$ cat src/inc/byte_word_decrement_defines.vh
// constants for the byte and word decrement datapath
`ifndef BYTE_WORD_DECREMENT_DEFINES_VH
`define BYTE_WORD_DECREMENT_DEFINES_VH

// instruction opcodes
`define OPC_BYTE_REG 8'h00
`define OPC_BYTE_PTR 8'h01
`define OPC_WORD_PAIR 8'h80
`define OPC_WORD_PTR 8'h81

// instruction lengths in core clock cycles
`define CYCLES_BYTE 4'h4
`define CYCLES_WORD 4'h8

// condition byte bit positions
`define FLAG_C 7
`define FLAG_Z 6
`define FLAG_S 5
`define FLAG_V 4
`define FLAG_D 3
`define FLAG_H 2

// apb register byte offsets
`define OFS_CTRL 12'h000
`define OFS_STATUS 12'h004
`define OFS_RESULT 12'h008
`define OFS_COUNT 12'h00c

// control register fields and reset value
`define CTRL_ENABLE 0
`define CTRL_RESET 32'h00000001

// status register fields
`define STAT_BUSY 0
`define STAT_REFUSED 1
`define STAT_WORD 2

`endif

$ cat src/byte_word_decrement_unit.v
// execution datapath for byte and word decrement with apb control
`timescale 1ns/10ps
`default_nettype none
`include "byte_word_decrement_defines.vh"

module byte_word_decrement_unit (
   input wire clock,
   input wire resetn,
   // decoded instruction
   input wire start,
   input wire [7:0] opcode,
   input wire [7:0] dst_addr,
   output reg busy,
   output reg done,
   // register file, combinational read
   output reg [7:0] rf_raddr,
   input wire [7:0] rf_rdata,
   output reg rf_we,
   output reg [7:0] rf_waddr,
   output reg [7:0] rf_wdata,
   // condition byte update
   output reg flags_we,
   output reg [7:0] flags_wdata,
   output reg [7:0] flags_wmask,
   // apb slave
   input wire psel,
   input wire penable,
   input wire pwrite,
   input wire [11:0] paddr,
   input wire [31:0] pwdata,
   output reg [31:0] prdata,
   output reg pready,
   output reg pslverr
);
   localparam ST_IDLE = 3'd0;
   localparam ST_PTR = 3'd1;
   localparam ST_RD_A = 3'd2;
   localparam ST_RD_B = 3'd3;
   localparam ST_CALC = 3'd4;
   localparam ST_WB2 = 3'd5;
   localparam ST_WAIT = 3'd6;
   localparam ST_FIN = 3'd7;

   reg [2:0] state_reg;
   reg [3:0] cnt_reg;
   reg [3:0] last_reg;
   reg word_reg;
   reg ptr_reg;
   reg [7:0] ea_reg;
   reg [7:0] opa_reg;
   reg [7:0] opb_reg;
   reg [31:0] ctrl_reg;
   reg refused_reg;
   reg [15:0] result_reg;
   reg [7:0] res_flags_reg;
   reg [15:0] count_reg;

   wire [15:0] core_result;
   wire core_zero;
   wire core_sign;
   wire core_ovf;
   wire legal_op;
   wire op_word;
   wire op_ptr;
   wire apb_setup;
   wire apb_write;
   wire [7:0] calc_flags;

   // returns 1 for an offset that maps a register
   function mapped;
      input [11:0] a;
      begin
         mapped = (a == `OFS_CTRL) || (a == `OFS_STATUS) ||
            (a == `OFS_RESULT) || (a == `OFS_COUNT);
      end
   endfunction

   // opcode decode: bit 7 picks word, bit 0 picks pointer operand
   assign legal_op = (opcode == `OPC_BYTE_REG) || (opcode == `OPC_BYTE_PTR) ||
      (opcode == `OPC_WORD_PAIR) || (opcode == `OPC_WORD_PTR);
   assign op_word = opcode[7];
   assign op_ptr = opcode[0];
   assign apb_setup = psel & ~penable;
   assign apb_write = psel & penable & pready & pwrite;
   // fresh flag byte; c, d and h positions stay zero and are masked off
   assign calc_flags = ({7'h00, core_zero} << `FLAG_Z) |
      ({7'h00, core_sign} << `FLAG_S) | ({7'h00, core_ovf} << `FLAG_V);

   // byte operand is passed as the low byte
   decrement_core decrement_core_inst (
      .word_mode(word_reg),
      .hi_byte(word_reg ? opa_reg : 8'h00),
      .lo_byte(word_reg ? opb_reg : opa_reg),
      .result(core_result),
      .zero(core_zero),
      .sign(core_sign),
      .overflow(core_ovf)
   );

   // instruction sequencer; done lands in the last cycle of the budget
   always @(posedge clock or negedge resetn) begin
      if (!resetn) begin
         state_reg <= ST_IDLE;
         cnt_reg <= 4'h0;
         last_reg <= 4'h0;
         word_reg <= 1'b0;
         ptr_reg <= 1'b0;
         ea_reg <= 8'h00;
         opa_reg <= 8'h00;
         opb_reg <= 8'h00;
         busy <= 1'b0;
         done <= 1'b0;
         rf_raddr <= 8'h00;
         rf_we <= 1'b0;
         rf_waddr <= 8'h00;
         rf_wdata <= 8'h00;
         flags_we <= 1'b0;
         flags_wdata <= 8'h00;
         flags_wmask <= 8'h00;
         refused_reg <= 1'b0;
         result_reg <= 16'h0000;
         res_flags_reg <= 8'h00;
         count_reg <= 16'h0000;
      end else begin
         rf_we <= 1'b0;
         done <= 1'b0;
         flags_we <= 1'b0;
         if (state_reg != ST_IDLE)
            cnt_reg <= cnt_reg + 4'h1;
         case (state_reg)
            ST_IDLE: begin
               if (start) begin
                  // a start while disabled or with a foreign opcode is dropped
                  if (legal_op && ctrl_reg[`CTRL_ENABLE]) begin
                     refused_reg <= 1'b0;
                     busy <= 1'b1;
                     cnt_reg <= 4'h0;
                     word_reg <= op_word;
                     ptr_reg <= op_ptr;
                     ea_reg <= dst_addr;
                     rf_raddr <= dst_addr;
                     // budget minus two: done is registered one cycle late
                     last_reg <= op_word ? `CYCLES_WORD - 4'h2 :
                        `CYCLES_BYTE - 4'h2;
                     state_reg <= op_ptr ? ST_PTR : ST_RD_A;
                  end else begin
                     refused_reg <= 1'b1;
                  end
               end
            end
            ST_PTR: begin
               // named register holds the operand address
               ea_reg <= rf_rdata;
               rf_raddr <= rf_rdata;
               state_reg <= ST_RD_A;
            end
            ST_RD_A: begin
               opa_reg <= rf_rdata;
               if (word_reg) begin
                  // odd pointers are not corrected; software keeps them even
                  rf_raddr <= ea_reg + 8'h01;
                  state_reg <= ST_RD_B;
               end else begin
                  state_reg <= ST_CALC;
               end
            end
            ST_RD_B: begin
               opb_reg <= rf_rdata;
               state_reg <= ST_CALC;
            end
            ST_CALC: begin
               // first write: the lone byte, or the low byte of the pair
               rf_we <= 1'b1;
               rf_waddr <= word_reg ? ea_reg + 8'h01 : ea_reg;
               rf_wdata <= core_result[7:0];
               result_reg <= core_result;
               res_flags_reg <= calc_flags;
               state_reg <= word_reg ? ST_WB2 : ST_WAIT;
            end
            ST_WB2: begin
               // high byte goes back to the even address
               rf_we <= 1'b1;
               rf_waddr <= ea_reg;
               rf_wdata <= result_reg[15:8];
               state_reg <= ST_WAIT;
            end
            ST_WAIT: begin
               state_reg <= ST_WAIT;
            end
            ST_FIN: begin
               busy <= 1'b0;
               state_reg <= ST_IDLE;
            end
            default: begin
               state_reg <= ST_IDLE;
            end
         endcase
         // end of budget; zero flag after a word op covers all sixteen bits
         // of the result, so it matches a nor of the two bytes
         if (state_reg != ST_IDLE && state_reg != ST_FIN &&
               cnt_reg == last_reg) begin
            done <= 1'b1;
            flags_we <= 1'b1;
            // c, d and h are outside the mask and so stay untouched
            flags_wmask <= (8'h01 << `FLAG_Z) | (8'h01 << `FLAG_S) |
               (8'h01 << `FLAG_V);
            // pointer byte form ends in its calc cycle: take fresh flags
            flags_wdata <= (state_reg == ST_CALC) ? calc_flags : res_flags_reg;
            count_reg <= count_reg + 16'h0001;
            state_reg <= ST_FIN;
         end
      end
   end

   // apb slave: zero wait states, read data captured in the setup cycle
   always @(posedge clock or negedge resetn) begin
      if (!resetn) begin
         ctrl_reg <= `CTRL_RESET;
         prdata <= 32'h00000000;
         pready <= 1'b0;
         pslverr <= 1'b0;
      end else begin
         pready <= apb_setup;
         pslverr <= apb_setup & ~mapped(paddr);
         if (apb_setup && !pwrite) begin
            case (paddr)
               `OFS_CTRL: prdata <= ctrl_reg;
               `OFS_STATUS: prdata <= {29'h00000000, word_reg,
                  refused_reg, busy};
               `OFS_RESULT: prdata <= {8'h00, res_flags_reg, result_reg};
               `OFS_COUNT: prdata <= {16'h0000, count_reg};
               default: prdata <= 32'h00000000;
            endcase
         end
         // only the enable bit is writable
         if (apb_write && paddr == `OFS_CTRL)
            ctrl_reg <= {31'h00000000, pwdata[`CTRL_ENABLE]};
      end
   end
endmodule // byte_word_decrement_unit

`default_nettype wire

$ cat src/decrement_core.v
// combinational subtract-one and flag generation for byte or word
`timescale 1ns/10ps
`default_nettype none

module decrement_core (
   input wire word_mode,
   input wire [7:0] hi_byte,
   input wire [7:0] lo_byte,
   output wire [15:0] result,
   output wire zero,
   output wire sign,
   output wire overflow
);
   wire [15:0] word_in;
   wire [7:0] byte_res;
   wire [15:0] word_res;

   // high byte sits at the even address, borrow runs from low into high
   assign word_in = {hi_byte, lo_byte};
   assign word_res = word_in - 16'h0001;
   // byte operand travels in lo_byte; wraps 00h to ffh
   assign byte_res = lo_byte - 8'h01;
   assign result = word_mode ? word_res : {8'h00, byte_res};
   assign zero = word_mode ? (word_res == 16'h0000) :
      (byte_res == 8'h00);
   // byte form clears sign; word form takes the result msb
   assign sign = word_mode & word_res[15];
   // only 8000h minus one overflows; byte form leaves v undefined, drive 0
   assign overflow = word_mode & (word_in == 16'h8000);
endmodule // decrement_core

`default_nettype wire

$ cat config.mk
export PLATFORM = sky130hd
export DESIGN_NAME = byte_word_decrement_unit
export DESIGN_NICKNAME = d
export VERILOG_FILES = /design/src/byte_word_decrement_unit.v /design/src/decrement_core.v
export VERILOG_INCLUDE_DIRS = /design/src /design/src/inc
export SDC_FILE = /design/constraint.sdc
export NUM_CORES = 1
export LEC_CHECK = 0
export ABC_AREA = 1
export ABC_CLOCK_PERIOD_IN_PS = 3000
export BUFFER_PORTS_ARGS = -buffer_cell sky130_fd_sc_hd__buf_2
export CAP_MARGIN = 0
export CORE_MARGIN = 8
export CORE_UTILIZATION = 55
export CTS_CLUSTER_SIZE = 20
export DETAILED_ROUTE_END_ITERATION = 8
export PLACE_DENSITY = 0.85
export REMOVE_ABC_BUFFERS = 1
export SETUP_SLACK_MARGIN = 0.3
export SYNTH_ARGS = -nofsm -noshare
export SYNTH_HDL_FRONTEND = slang
export SYNTH_HIERARCHICAL = 1
export SYNTH_SLANG_ARGS = --single-unit
$ cat constraint.sdc
create_clock -name clock -period 3 [get_ports clock]
set_input_delay 0.3 -clock clock [delete_from_list [all_inputs] [get_ports clock]]
set_output_delay 0.3 -clock clock [all_outputs]
set_load 0.01 [all_outputs]
==> results by group <==
Floorplan
  – Die area: 0.0170 sq mm
  – Die X: 131 microns
  – Total I/O pin count: 152
  – Starting Density: 55.4%
  – CORE AREA: 0.0130 sq mm
  – Die outline height: 131 microns
  – Row Count: 42

Flow run
  – MaxCap Viol Count: 0

CTS
  – CTS H-tree depth: 4
  – Clock Latency Late Sink: 0.42 ns
  – CTS Buf Count: 17
  – CTS max path bufs: 2
  – TritonCTS clock tree: done
  – Clock Sinks: 137
  – CTS clock-pin slew for the worst setup and hold paths: 0.06 ns
  – CTS root buf: clkbuf_16

Route
  – Via Count: 6336
  – Wire per inst: 13.6 microns
  – Final ANT Viol Nets: 0
  – First-pass DRT Iterations: 5
  – Drt initial violations: 468
  – Via/cell ratio: 5.01
  – WL final: 17100 microns
  – Residual DRC: 0

Min path
  – Worst min-delay path class: input port to flop
  – Hold Path Stages: 2

Timing
  – RSZ-0062 raised after global routing: false
  – Final clock skew: 0.00626 ns
  – Final Hold Viols: 0
  – Endpoints failing setup: 0
  – Slew Limit Fails: 0
  – Worst relative slew slack: 49.2%
  – Period Utilization, post-route: 79.6%
  – Worst Tran Pin Value: 0.758 ns
  – Fin crit period: 2.39 ns
  – FMAX: 0.419 GHz
  – Setup TNS: 0 ns

Pwr
  – Worst VDD drop: 421 uV
  – Total power divided by cell area: 481 mW/mm^2
  – P_leak: 4.46 nW

Synthesis
  – Cell Area, Synth: 0.00722 sq mm
  – Post-Synth XOR/XNOR Area: 2.91%
  – Synth Instances: 972
  – Ys flop type: dfrtp_1
  – Post-synthesis simple-gate area fraction: 31.2%
  – Flops & latches, synth: 137
  – EDFF count, synth: 0
  – Async set-reset flop share out of synthesis: 100%
  – Synth cell types: 41
  – Yosys warning total: 6
  – Combinational family with the most area after synthesis: simple AND/OR/NAND/NOR gates
  – Post-synthesis mux area share: 0%
  – Syn avg cell area: 7.43 sq um
  – Compound-Gate Fraction of Synth Area: 7.99%
  – Sequential area share after synthesis: 47.5%
  – Adder-Cell Fraction of Synth Area: 0.867%

Final layout
  – Fin nets: 1154
  – Most frequent cells in the layout: nand2_1 (387), dfrtp_1 (136), buf_2 (106)
  – Fin util: 64.4%
  – Fill count: 1170
  – Max reg flops: 24
  – Layout cells sized above 1: 16.6%
  – Layout area overhead: 16.3%
  – Ant. Diodes: 0
  – Commonest non-fill, non-tap cell in the layout: nand2_1

Placement
  – Post-DP HPWL: 12600 microns
  – Final GP Congestion: 0.935
  – # port buffers: 107

Status
  – Status: completed

Global route
  – All-layer global routing usage: 21.6%
  – Pin count of the biggest net entering global routing: 67
  – First-pass GRT wire length: 29200 microns
  – Initial antenna violation count: 0
  – Vias in the first global route: 6351
  – Total gr overflow: 0

Setup path
  – Crit Path Class: flop to flop
  – Worst setup EP type: flop
  – Worst R2R Setup Slack: 0.61 ns
  – CP max FO: 7
  – Crit path arrival time: 2.73 ns
  – Required time of the critical path: 3.34 ns
  – CP startpoint kind: flop
  – Register-to-Register Path Depth: 18
==> cells in the mapped netlist, types with 2 or more instances <==
cell type	number	area (sq um)
clkinv_1	2	7.51
and2_1	4	25.0
nand2_2	9	56.3
inv_1	99	372
ha_1	5	62.6
xor2_1	17	149
nand2_4	2	22.5
o21ai_0	71	355
dfrtp_1	136	3400
a21oi_1	18	90.1
nand3b_1	3	22.5
inv_2	3	11.3
nand3_1	46	230
buf_2	12	60.1
buf_4	19	143
nand4_1	8	50.1
nand2_1	388	1460
nor2_1	59	221
nor2_4	2	22.5
nor3_1	8	40.0
o211ai_1	2	15.0
xnor2_1	7	61.3
buf_6	4	45.0
o21ai_1	17	85.1
clkbuf_1	9	33.8
nor2_2	7	43.8
==> routing by layer <==
layer | track usage, % | routed length [microns] | vias up
li1 | - | - | 3209
met1 | 25.7 | 7330 | 2926
met2 | 37.0 | 8510 | 177
met3 | 5.11 | 939 | 24
met4 | 8.51 | 356 | 0
met5 | 0 | 0 | -
==> worst paths after layout <==
kind	from	end
max in group asynchronous	resetn	flags_wmask[4]$_DFFE_PN0P_
setup / recovery	last_reg[2]$_DFFE_PN0P_	flags_wdata[6]$_DFFE_PN0P_
hold / removal	penable	pready$_DFF_PN0_
setup reg to reg	last_reg[2]$_DFFE_PN0P_	flags_wdata[6]$_DFFE_PN0P_
hold reg to reg	result_reg[5]$_DFFE_PN0N_	result_reg[5]$_DFFE_PN0N_
min in group asynchronous	resetn	prdata[3]$_DFFE_PN0P_
==> logic make-up (layout without fill, tap and decap cells) <==
| logic type | Yosys count | after routing |
|---|---|---|
| xor+xnor | 24 | 24 |
| simple gates | 543 | 543 |
| other cells | 1 | 13 |
| buf+inv | 150 | 254 |
| flops | 137 | 137 |
| fa+ha+maj | 5 | 5 |
| compound gates | 112 | 112 |
==> what timing repair did <==
item	4_1_cts	5_1_grt
setup buffers	0	1
hold buffers	1	0
setup endpoints to repair	0	1
resized for setup	0	5
endpoints found under the hold margin	63	0
==> cell type report <==
cell class	instances	area [sq um]	share of cell area [%]
inverters	105	400	4.77
well taps	176	220	2.62
flip-flops and latches	137	3430	40.8
multi-input cells	697	3160	37.6
clock inverters	14	126	1.51
clock buffers	18	439	5.23
repair buffers	117	623	7.42
==> worst max-delay path, stage by stage (launching register included) <==
cell and delay (ns):
dfrtp_1 0.42, clkinvlp_4 0.18, buf_4 0.19, nand2_1 0.05, nand2_1 0.12, nor2_1 0.17
nand2_1 0.10, nor2_1 0.15, nand2_1 0.07, nand2_1 0.07, nand2_1 0.07, nor2_1 0.08
nand2_1 0.06, nor2_1 0.09, nor2_1 0.05, nor2_1 0.09, nand2_1 0.05, and2_1 0.17
o21ai_1 0.13
==> stage by stage <==
step / hold WS [ns] / std cells / setup slack, ns / cell area (sq um) / power [mW]
global route: 0.0809 / 1264 / 0.288 / 8400 / 4.17
global placement: 0.322 / 1230 / 0.570 / 7800 / 2.08
detailed placement: 0.330 / 1230 / 0.501 / 7800 / 2.09
CTS: 0.0569 / 1263 / 0.477 / 8380 / 4.06
floorplan: 0.00441 / 939 / 0.367 / 6980 / 1.99
finish: 0.0696 / 1264 / 0.611 / 8400 / 4.04
==> power breakdown <==
group,internal [mW],leakage [nW],total (mW),switching [mW]
registers,1.87,1.69,1.88,0.0118
logic,0.0574,2.51,0.176,0.118
clock network,1.16,0.264,1.98,0.819
Power figures use the tool's default switching activity.
